$ cat config.mk
export PLATFORM = sky130hd
export DESIGN_NAME = eeprom_write_control
export DESIGN_NICKNAME = d
export VERILOG_FILES = /design/src/verilog/eeprom_wr_pkg.sv /design/src/verilog/eeprom_write_control.sv /design/src/verilog/page_buf_mem.sv
export SDC_FILE = /design/constraint.sdc
export NUM_CORES = 1
export LEC_CHECK = 0
export BUFFER_PORTS_ARGS = -buffer_cell sky130_fd_sc_hd__buf_2
export CORE_MARGIN = 8
export CORE_UTILIZATION = 63
export CTS_CLUSTER_DIAMETER = 80
export DETAILED_ROUTE_END_ITERATION = 6
export PLACE_DENSITY = 0.95
export SLEW_MARGIN = 10
export SYNTH_ARGS = -nofsm -noshare
export SYNTH_HDL_FRONTEND = slang
export SYNTH_HIERARCHICAL = 1
export SYNTH_SLANG_ARGS = --single-unit
$ cat constraint.sdc
create_clock -name pclk -period 9.43 [get_ports pclk]
set_input_delay 2.829 -clock pclk [delete_from_list [all_inputs] [get_ports pclk]]
set_output_delay 2.829 -clock pclk [all_outputs]
set_load 0.005 [all_outputs]
$ cat src/verilog/eeprom_wr_pkg.sv
// Purpose : Shared constants for the data EEPROM write controller
// Assumes : APB byte addresses, 32-bit data, one register per aligned word
// Notes   : Timer counts are defaults only; the top module takes them as parameters
package eeprom_wr_pkg;

  // ****************************************
  // Register byte offsets
  // ****************************************
  localparam logic [7:0] CTL_OFF  = 8'h00;  // eeprom_control_reg
  localparam logic [7:0] ADDR_OFF = 8'h04;  // eeprom_address_reg
  localparam logic [7:0] DATA_OFF = 8'h08;  // eeprom_data_reg
  localparam logic [7:0] IRQ_OFF  = 8'h0c;  // Flags and enables
  localparam logic [7:0] PTR_OFF  = 8'h10;  // Pointer high bytes

  // ****************************************
  // Field positions
  // ****************************************
  localparam int MODE_BIT = 4;  // Page mode select
  localparam int WEN_BIT  = 3;  // write_enable_bit
  localparam int WR_BIT   = 2;  // Write start
  localparam int EIF_BIT  = 0;  // eeprom_irq_flag, write one to clear
  localparam int MFF_BIT  = 1;  // Shared multi-function flag, write one to clear
  localparam int EIE_BIT  = 2;  // eeprom_irq_enable
  localparam int MFE_BIT  = 3;  // Multi-function enable
  localparam int GIE_BIT  = 4;  // global_irq_enable

  // ****************************************
  // Widths, reset values, counts
  // ****************************************
  localparam int AW        = 7;   // Array address width
  localparam int LOW_W     = 4;   // Word-in-page bits
  localparam int DW        = 8;   // Byte width
  localparam int PAGE_SIZE = 16;  // Page buffer entries
  localparam logic [3:0] LOW_LAST   = 4'hf;
  localparam logic [7:0] PTR_RST    = 8'h00;
  localparam logic [7:0] SECTOR_ONE = 8'h01;
  localparam logic [7:0] BYTE_RST   = 8'h00;
  localparam int ERASE_TICKS_DEF = 4;  // Slow timer edges per erase
  localparam int PROG_TICKS_DEF  = 6;  // Slow timer edges per program

  // One-hot sequencer states
  typedef enum logic [3:0] {
    ST_IDLE  = 4'b0001,
    ST_LOAD  = 4'b0010,
    ST_ERASE = 4'b0100,
    ST_PROG  = 4'b1000
  } wr_state_e;

endpackage

$ cat src/verilog/eeprom_write_control.sv
// Purpose : Data EEPROM write controller with APB register access
// Assumes : Timer clock is slow and asynchronous to pclk
// Notes   : Byte and page write; read and erase paths are not covered
//
// Register access over APB and the placing of the registers were decided locally.
`timescale 1ns/100ps
module eeprom_write_control #(
  parameter int ERASE_TICKS = eeprom_wr_pkg::ERASE_TICKS_DEF,
  parameter int PROG_TICKS  = eeprom_wr_pkg::PROG_TICKS_DEF,
  parameter int CNT_W       = 8
) (
  // Clock and reset
  input  wire logic                          pclk,
  input  wire logic                          presetn,
  // APB slave
  input  wire logic                          psel,
  input  wire logic                          penable,
  input  wire logic                          pwrite,
  input  wire logic [7:0]                    paddr,
  input  wire logic [31:0]                   pwdata,
  output logic      [31:0]                   prdata,
  output logic                               pready,
  output logic                               pslverr,
  // Asynchronous write timer and processor side
  input  wire logic                          timer_clk,
  input  wire logic                          stack_full,
  input  wire logic                          irq_ack,
  output logic                               irq_vector_req,
  // Array side
  output logic      [eeprom_wr_pkg::AW-1:0]  arr_addr,
  output logic      [eeprom_wr_pkg::DW-1:0]  arr_wdata,
  output logic                               arr_load,
  output logic                               arr_erase,
  output logic                               arr_program,
  output logic                               arr_page
);

  // ****************************************
  // State
  // ****************************************
  eeprom_wr_pkg::wr_state_e st_q, st_d;
  logic                                  mode_q, wen_q, wen_d, wr_q, arm_q, full_q;
  logic [eeprom_wr_pkg::AW-1:0]          addr_q;
  logic [eeprom_wr_pkg::DW-1:0]          data_q, buf_rdata;
  logic [eeprom_wr_pkg::PAGE_SIZE-1:0]   valid_q;
  logic                                  eif_q, mff_q, eie_q, mfe_q, gie_q;
  logic [7:0]                            p1h_q, p2h_q;
  logic [CNT_W-1:0]                      cnt_q;
  logic [4:0]                            idx_q;
  logic [3:0]                            lidx_q;
  logic                                  lvalid_q;
  logic                                  tmr_s1_q, tmr_s2_q, tmr_s3_q;

  // ****************************************
  // Bus decode
  // ****************************************
  wire acc     = psel & penable;
  wire wr_acc  = acc & pwrite;
  wire sector1 = (p1h_q == eeprom_wr_pkg::SECTOR_ONE) |
                 (p2h_q == eeprom_wr_pkg::SECTOR_ONE);
  wire hit_ctl  = paddr == eeprom_wr_pkg::CTL_OFF;
  wire hit_addr = paddr == eeprom_wr_pkg::ADDR_OFF;
  wire hit_data = paddr == eeprom_wr_pkg::DATA_OFF;
  wire hit_irq  = paddr == eeprom_wr_pkg::IRQ_OFF;
  wire hit_ptr  = paddr == eeprom_wr_pkg::PTR_OFF;
  wire mapped   = hit_ctl | hit_addr | hit_data | hit_irq | hit_ptr;
  wire busy     = st_q != eeprom_wr_pkg::ST_IDLE;
  // Control is only reachable with sector one selected, and frozen while busy
  wire ctl_wr   = wr_acc & hit_ctl & sector1 & ~busy;
  wire adr_wr   = wr_acc & hit_addr & ~busy;
  wire dat_wr   = wr_acc & hit_data & ~busy;
  wire irq_wr   = wr_acc & hit_irq;
  wire ptr_wr   = wr_acc & hit_ptr;

  // ****************************************
  // Handshake and timer
  // ****************************************
  wire new_wen   = pwdata[eeprom_wr_pkg::WEN_BIT];
  wire start_req = ctl_wr & pwdata[eeprom_wr_pkg::WR_BIT];
  // Start needs enable already set and armed by the previous transfer
  wire start_ok  = start_req & wen_q & arm_q;
  wire wen_rise  = ctl_wr & new_wen & ~wen_q;
  // Edge of the synchronised timer clock is one tick
  wire tick      = tmr_s2_q & ~tmr_s3_q;
  wire erase_end = (st_q == eeprom_wr_pkg::ST_ERASE) & tick &
                   (cnt_q == CNT_W'(ERASE_TICKS - 1));
  wire done      = (st_q == eeprom_wr_pkg::ST_PROG) & tick &
                   (cnt_q == CNT_W'(PROG_TICKS - 1));
  wire wen_fall  = wen_q & ~wen_d;
  wire low_last  = addr_q[eeprom_wr_pkg::LOW_W-1:0] == eeprom_wr_pkg::LOW_LAST;
  wire pg_acc    = dat_wr & mode_q & ~full_q;
  wire [eeprom_wr_pkg::AW-1:0] addr_inc = {addr_q[eeprom_wr_pkg::AW-1:eeprom_wr_pkg::LOW_W],
                                           addr_q[eeprom_wr_pkg::LOW_W-1:0] + 4'h1};

  // Enable: set by software, kept on start, cleared by hardware at the end
  assign wen_d = done     ? 1'b0 :
                 start_ok ? 1'b1 :
                 ctl_wr   ? new_wen : wen_q;

  // Two flops before anything looks at the timer clock
  always_ff @(posedge pclk or negedge presetn) begin
    if (!presetn) begin
      tmr_s1_q <= 1'b0;
      tmr_s2_q <= 1'b0;
      tmr_s3_q <= 1'b0;
    end else begin
      tmr_s1_q <= timer_clk;
      tmr_s2_q <= tmr_s1_q;
      tmr_s3_q <= tmr_s2_q;
    end
  end

  // ****************************************
  // Control register
  // ****************************************
  always_ff @(posedge pclk or negedge presetn) begin
    if (!presetn) begin
      mode_q <= 1'b0;
      wen_q  <= 1'b0;
      wr_q   <= 1'b0;
      arm_q  <= 1'b0;
    end else begin
      mode_q <= ctl_wr ? pwdata[eeprom_wr_pkg::MODE_BIT] : mode_q;
      wen_q  <= wen_d;
      // Set by a valid start, self-clears when the timer finishes
      wr_q   <= start_ok | (wr_q & ~done);
      // Any other completed transfer breaks the back-to-back pair
      arm_q  <= acc ? wen_rise : arm_q;
    end
  end

  // ****************************************
  // Address, data and page buffer tracking
  // ****************************************
  always_ff @(posedge pclk or negedge presetn) begin
    if (!presetn) begin
      addr_q  <= '0;
      data_q  <= eeprom_wr_pkg::BYTE_RST;
      full_q  <= 1'b0;
      valid_q <= '0;
    end else begin
      if (adr_wr) begin
        addr_q <= pwdata[eeprom_wr_pkg::AW-1:0];
      end else if (pg_acc && !low_last) begin
        addr_q <= addr_inc;
      end
      data_q <= dat_wr ? pwdata[eeprom_wr_pkg::DW-1:0] : data_q;
      // The last slot is taken once, then the page is closed
      full_q <= adr_wr ? 1'b0 : (wen_fall ? 1'b0 : (full_q | (pg_acc & low_last)));
      if (wen_fall) begin
        valid_q <= '0;
      end else if (pg_acc) begin
        valid_q[addr_q[eeprom_wr_pkg::LOW_W-1:0]] <= 1'b1;
      end
    end
  end

  page_buf_mem #(
    .WIDTH (eeprom_wr_pkg::DW),
    .DEPTH (eeprom_wr_pkg::PAGE_SIZE),
    .AW    (eeprom_wr_pkg::LOW_W)
  ) u_buf (
    .pclk    (pclk),
    .we      (pg_acc),
    .waddr   (addr_q[eeprom_wr_pkg::LOW_W-1:0]),
    .wdata   (pwdata[eeprom_wr_pkg::DW-1:0]),
    .raddr   (idx_q[3:0]),
    .rdata_q (buf_rdata)
  );

  // ****************************************
  // Write sequencer
  // ****************************************
  // Byte mode erases first; page mode streams the buffer then programs
  always_comb begin
    st_d = st_q;
    unique case (st_q)
      eeprom_wr_pkg::ST_IDLE: begin
        if (start_ok) begin
          st_d = mode_q ? eeprom_wr_pkg::ST_LOAD : eeprom_wr_pkg::ST_ERASE;
        end
      end
      eeprom_wr_pkg::ST_LOAD: begin
        if (idx_q == 5'(eeprom_wr_pkg::PAGE_SIZE)) begin
          st_d = eeprom_wr_pkg::ST_PROG;
        end
      end
      eeprom_wr_pkg::ST_ERASE: begin
        if (erase_end) begin
          st_d = eeprom_wr_pkg::ST_PROG;
        end
      end
      eeprom_wr_pkg::ST_PROG: begin
        if (done) begin
          st_d = eeprom_wr_pkg::ST_IDLE;
        end
      end
      default: st_d = eeprom_wr_pkg::ST_IDLE;
    endcase
  end

  // Tick counter restarts whenever the state changes
  always_ff @(posedge pclk or negedge presetn) begin
    if (!presetn) begin
      st_q     <= eeprom_wr_pkg::ST_IDLE;
      cnt_q    <= '0;
      idx_q    <= '0;
      lidx_q   <= '0;
      lvalid_q <= 1'b0;
    end else begin
      st_q     <= st_d;
      cnt_q    <= (st_d != st_q) ? '0 : (tick ? cnt_q + CNT_W'(1) : cnt_q);
      idx_q    <= (st_q == eeprom_wr_pkg::ST_LOAD) ? idx_q + 5'h01 : 5'h00;
      lidx_q   <= idx_q[3:0];
      lvalid_q <= (st_q == eeprom_wr_pkg::ST_LOAD) & ~idx_q[4] & valid_q[idx_q[3:0]];
    end
  end

  // ****************************************
  // Interrupt flags and pointer bytes
  // ****************************************
  // Hardware set wins over a software or service clear in the same cycle
  always_ff @(posedge pclk or negedge presetn) begin
    if (!presetn) begin
      eif_q <= 1'b0;
      mff_q <= 1'b0;
      eie_q <= 1'b0;
      mfe_q <= 1'b0;
      gie_q <= 1'b0;
      p1h_q <= eeprom_wr_pkg::PTR_RST;
      p2h_q <= eeprom_wr_pkg::PTR_RST;
    end else begin
      eif_q <= done | (eif_q & ~(irq_wr & pwdata[eeprom_wr_pkg::EIF_BIT]));
      mff_q <= done | (mff_q & ~irq_ack &
               ~(irq_wr & pwdata[eeprom_wr_pkg::MFF_BIT]));
      eie_q <= irq_wr ? pwdata[eeprom_wr_pkg::EIE_BIT] : eie_q;
      mfe_q <= irq_wr ? pwdata[eeprom_wr_pkg::MFE_BIT] : mfe_q;
      gie_q <= irq_ack ? 1'b0 : (irq_wr ? pwdata[eeprom_wr_pkg::GIE_BIT] : gie_q);
      p1h_q <= ptr_wr ? pwdata[7:0] : p1h_q;
      p2h_q <= ptr_wr ? pwdata[15:8] : p2h_q;
    end
  end

  // Vector only with every enable set and room on the stack
  assign irq_vector_req = mff_q & eie_q & mfe_q & gie_q & ~stack_full;

  // ****************************************
  // Read data and outputs
  // ****************************************
  wire [31:0] ctl_rd = {27'h0, mode_q, wen_q, wr_q, 2'b00};
  wire [31:0] irq_rd = {27'h0, gie_q, mfe_q, eie_q, mff_q, eif_q};
  assign prdata  = (hit_ctl && sector1) ? ctl_rd :
                   hit_addr ? {25'h0, addr_q} :
                   hit_data ? {24'h0, data_q} :
                   hit_irq  ? irq_rd :
                   hit_ptr  ? {16'h0, p2h_q, p1h_q} : 32'h0;
  assign pready  = 1'b1;  // Zero wait states
  assign pslverr = acc & ~mapped;

  assign arr_addr    = mode_q ? {addr_q[eeprom_wr_pkg::AW-1:eeprom_wr_pkg::LOW_W], lidx_q}
                              : addr_q;
  assign arr_wdata   = mode_q ? buf_rdata : data_q;
  assign arr_load    = lvalid_q;
  assign arr_erase   = st_q == eeprom_wr_pkg::ST_ERASE;
  assign arr_program = st_q == eeprom_wr_pkg::ST_PROG;
  assign arr_page    = mode_q;

  // ****************************************
  // Assertions
  // ****************************************
  a_start_armed: assert property (@(posedge pclk) disable iff (!presetn)
    $rose(wr_q) |-> $past(wen_q) && $past(arm_q))
    else $error("write started without a fresh enable");
  a_start_ignored: assert property (@(posedge pclk) disable iff (!presetn)
    (start_req && !wen_q) |=> !wr_q && st_q == eeprom_wr_pkg::ST_IDLE)
    else $error("start accepted with enable clear");
  a_done_clears: assert property (@(posedge pclk) disable iff (!presetn)
    done |=> !wr_q && st_q == eeprom_wr_pkg::ST_IDLE)
    else $error("start bit not cleared at end");
  a_byte_erase: assert property (@(posedge pclk) disable iff (!presetn)
    (start_ok && !mode_q) |=> arr_erase && !arr_program)
    else $error("byte write did not erase first");
  a_page_load: assert property (@(posedge pclk) disable iff (!presetn)
    (start_ok && mode_q) |=> st_q == eeprom_wr_pkg::ST_LOAD ##17 arr_program)
    else $error("page write sequence wrong");
  a_buf_clear: assert property (@(posedge pclk) disable iff (!presetn)
    $fell(wen_q) |-> valid_q == '0 && !full_q)
    else $error("buffer kept data after enable fell");
  a_addr_step: assert property (@(posedge pclk) disable iff (!presetn)
    (pg_acc && !low_last && !adr_wr) |=> addr_q == $past(addr_inc))
    else $error("page address did not step");
  a_addr_sat: assert property (@(posedge pclk) disable iff (!presetn)
    (full_q && dat_wr) |=> $stable(addr_q) && $stable(valid_q))
    else $error("write accepted past page end");
  a_wen_clear: assert property (@(posedge pclk) disable iff (!presetn)
    done |=> !wen_q)
    else $error("enable not cleared at end");
  a_flag_set: assert property (@(posedge pclk) disable iff (!presetn)
    done |=> eif_q && mff_q)
    else $error("request flags not set at end");
  a_service: assert property (@(posedge pclk) disable iff (!presetn)
    (irq_ack && !done && !irq_wr) |=> !mff_q && !gie_q && eif_q == $past(eif_q))
    else $error("service cleared wrong flags");

endmodule

$ cat src/verilog/page_buf_mem.sv
// Purpose : Small page buffer memory with registered read data
// Assumes : Single clock, one write and one read port
// Notes   : Contents are not cleared; the controller tracks valid entries
`timescale 1ns/100ps
module page_buf_mem #(
  parameter int WIDTH = 8,
  parameter int DEPTH = 16,
  parameter int AW    = 4
) (
  // Clock
  input  wire logic             pclk,
  // Write port
  input  wire logic             we,
  input  wire logic [AW-1:0]    waddr,
  input  wire logic [WIDTH-1:0] wdata,
  // Read port
  input  wire logic [AW-1:0]    raddr,
  output logic      [WIDTH-1:0] rdata_q
);

  logic [WIDTH-1:0] mem [DEPTH];

  // Storage has no reset, so it maps onto plain RAM cells
  always_ff @(posedge pclk) begin
    if (we) begin
      mem[waddr] <= wdata;
    end
    rdata_q <= mem[raddr];
  end

endmodule
==> impl_results.md <==
* CTS resizes at 0
* Core region area at 14600 µm²
* Setup TNS at 0 ns
* RSZ-0062 raised after global routing: false
* Worst-path clk slew at 0.06 ns
* DP HPWL at 13600 µm
* Longest Clk Path Bufs at 3
* Area Growth Syn to Fin at 11.8%
* Net Sw Frac at 20.8%
* Mapped Area at 9460 µm²
* Crit path launch type: input pin
* Slew HR at 11.9%
* Die X at 139 µm
* Antenna-violating nets left at 0
* Max cap viols at 0
* Hold WC Path Type: reg2reg
* Crit share post-route at 79.6%
* Total CTS buffers at 22
* Worst clock skew at 0.0136 ns
* Remaining DRCs at 0
* DP Area at 9800 µm²
* Gr ovfl total at 0
* Seq/Total Area, Yosys at 64.0%
* I/O pin total at 102
* CTS tree: yes
* Status: complete, no violations
* Synth warn at 6
* WP data arrival at 4.68 ns
* Crit Path Class: in2out
* P_sw at 0.000426 W
* Critical path fanouts, max at 17
* Via count at 5924
* Initial antenna violation count at 0
* Gpl congestion at 0.879
* FF+latch area at 6060 µm²
* Yosys reg bits at 218
* # diodes at 0
* Slew @ Worst Pin at 1.31 ns
* Num rows at 44
* Worst IR Drop VDD at 0.000146 V
* Placed cells at 865
* Asr flop ratio synth at 37.6%
* Layout fillers at 875
* Leakage at 4.27 nW
* Pre-CTS setup slack at 1.96 ns
* Port bufs at 68
* Syn Area/Cell at 14.8 µm²
* Layout Nets at 761
* Vias in the first global route at 5960
* Crit path time final at 7.51 ns
* CTS root buf: clkbuf_16
* Max frequency at 133 MHz
* DRT Pass-1 Iters at 5
* Syn Inst Count at 641
* Power per cell area at 194 nW/µm²
* Post-synth EDFFs at 128
* DR vias/cell at 6.55
* Worst-skew pair later-pin latency at 0.50 ns
* Most common cell after layout, fill and taps aside: edfxtp_1
* Clock Sinks at 218
* Seq pwr share at 51.2%
* Area occupied by multi-input gates at 3090 µm²
* Final worst slack at 1.92 ns
* Endpoints failing hold at 0
* End-of-flow core utilization at 72.5%
* WL/cell at 23.9 µm
* Share of cells above drive strength 1 at 24.7%
* Global-route wire length before repair at 33900 µm
* CP endpoint kind: output pin
* Final setup fails at 0
* Finished Cell Area at 10600 µm²
* Pint at 0.00162 W
* Netlist cell types at 63
* Setup bufs post-CTS at 0
* Worst path required time at 6.60 ns
* Die Height at 139 µm
* Die area at 19200 µm²
* Initial Util at 64.8%
* Commonest cells after routing, fill and taps aside: edfxtp_1, dfrtp_1, buf_2
* H-Tree Depth at 1
* Comb power frac at 3.7%
* Max-slew violations at 0
* CTS Hold Buffers Added at 0
* Largest net degree at the start of global routing at 83
* Non-Filler Instances at 905
* WL final at 21700 µm
* Total track usage at 22.2%
* Clock power share at 45.1%
* Dominant synthesized flop cell: edfxtp_1
* Drt initial violations at 675
[critical path, stage by stage]
cell and delay, ns:
buf_2 0.11, nor4_1 0.41, and3_1 0.57, a22o_1 0.28
o21ai_0 0.13, a31oi_1 0.21, buf_2 0.14
[through the flow]
| stage | hold slack (ns) | total power (W) |
|---|---|---|
| 6_report | 0.351 | 0.00205 |
| 2_1_floorplan | 0.331 | 0.00111 |
| 3_5_place_dp | 0.345 | 0.00114 |
| 4_1_cts | 0.359 | 0.00206 |
| 5_1_grt | 0.361 | 0.00211 |
| 3_3_place_gp | 0.338 | 0.00113 |
[kinds of logic after synthesis]
group / after synthesis / share of synthesized area [%]
DFF: 218 / 64.0
xor gates and xnor gates: 11 / 1.02
and+or+nand+nor: 190 / 10.4
muxes: 74 / 13.7
buffers and inverters: 59 / 3.88
adders and majority gates: 8 / 1.06
AOI/OAI and AO/OA: 79 / 5.83
other: 2 / 0.0794
[final timing paths]
check	start	slack [ns]	depth (start not counted)	endpoint
setup / recovery	paddr[1]	1.92	7	prdata[2]
hold / removal	tmr_s1_q$_DFF_PN0_	0.35	0	tmr_s2_q$_DFF_PN0_
setup reg to reg	st_q[0]$_DFF_PN1_	4.73	5	u_buf/mem[12][4]$_DFFE_PP_
hold reg to reg	tmr_s1_q$_DFF_PN0_	0.35	0	tmr_s2_q$_DFF_PN0_
max in group asynchronous	presetn	6.24	1	idx_q[0]$_DFF_PN0_
min in group asynchronous	presetn	2.49	1	mff_q$_DFF_PN0_
[power groups by stage]
stage               Sequential, W  Combinational [W]  Clock, W
finish                    0.00105          0.0000762  0.000923
detailed placement        0.00107          0.0000756         0
floorplan                 0.00106          0.0000513         0
CTS                       0.00105          0.0000765  0.000935
global placement          0.00106          0.0000686         0
global route              0.00105          0.0000849  0.000972
[registers in the layout (all words and copies together), names as in the netlist, 5 cells and up]
signal         count
u_buf/rdata_q      8
u_buf/mem        128
idx_q              5
p1h_q              8
cnt_q              8
valid_q           16
p2h_q              8
data_q             8
addr_q             7
[routing by layer]
layer	share of wire, %	vias up	GRT usage [%]
li1	-	2543	-
met1	38	2980	28.2
met2	50	355	36.9
met3	9.9	46	5.07
met4	2.5	0	7.72
met5	0	-	0
[area by class of cell]
cell class                      instances  area share (%)
Inverter                               12           0.426
Clock inverter                         14            1.59
Timing Repair Buffer                   72            3.53
Multi-Input combinational cell        379            29.3
Sequential cell                       218            57.3
Clock buffer                           26            5.74
Tap cell                              184            2.18
[synth_stat cells, drive strengths merged, types with 4 or more instances]
cell type	count	area, µm²
and3	7	43.8
buf	37	265
edfxtp	128	3840
mux2	34	383
a22o	4	35.0
o21ai	15	75.1
nor4	5	52.6
ha	8	100
a21oi	5	25.0
and2	12	75.1
mux4	37	886
nand2b	8	50.1
o31ai	4	30.0
a22oi	18	135
xor2	6	52.6
nor2	49	184
inv	12	45.0
nand2	58	218
nor2b	5	31.3
nor3	12	65.1
clkbuf	7	26.3
xnor2	5	43.8
dfrtp	81	2030
nand3	8	40.0
nor4b	5	50.0
dfxtp	8	160
nand4	4	25.0
a31oi	19	119
No activity file was read; power rests on OpenSTA's default activity.
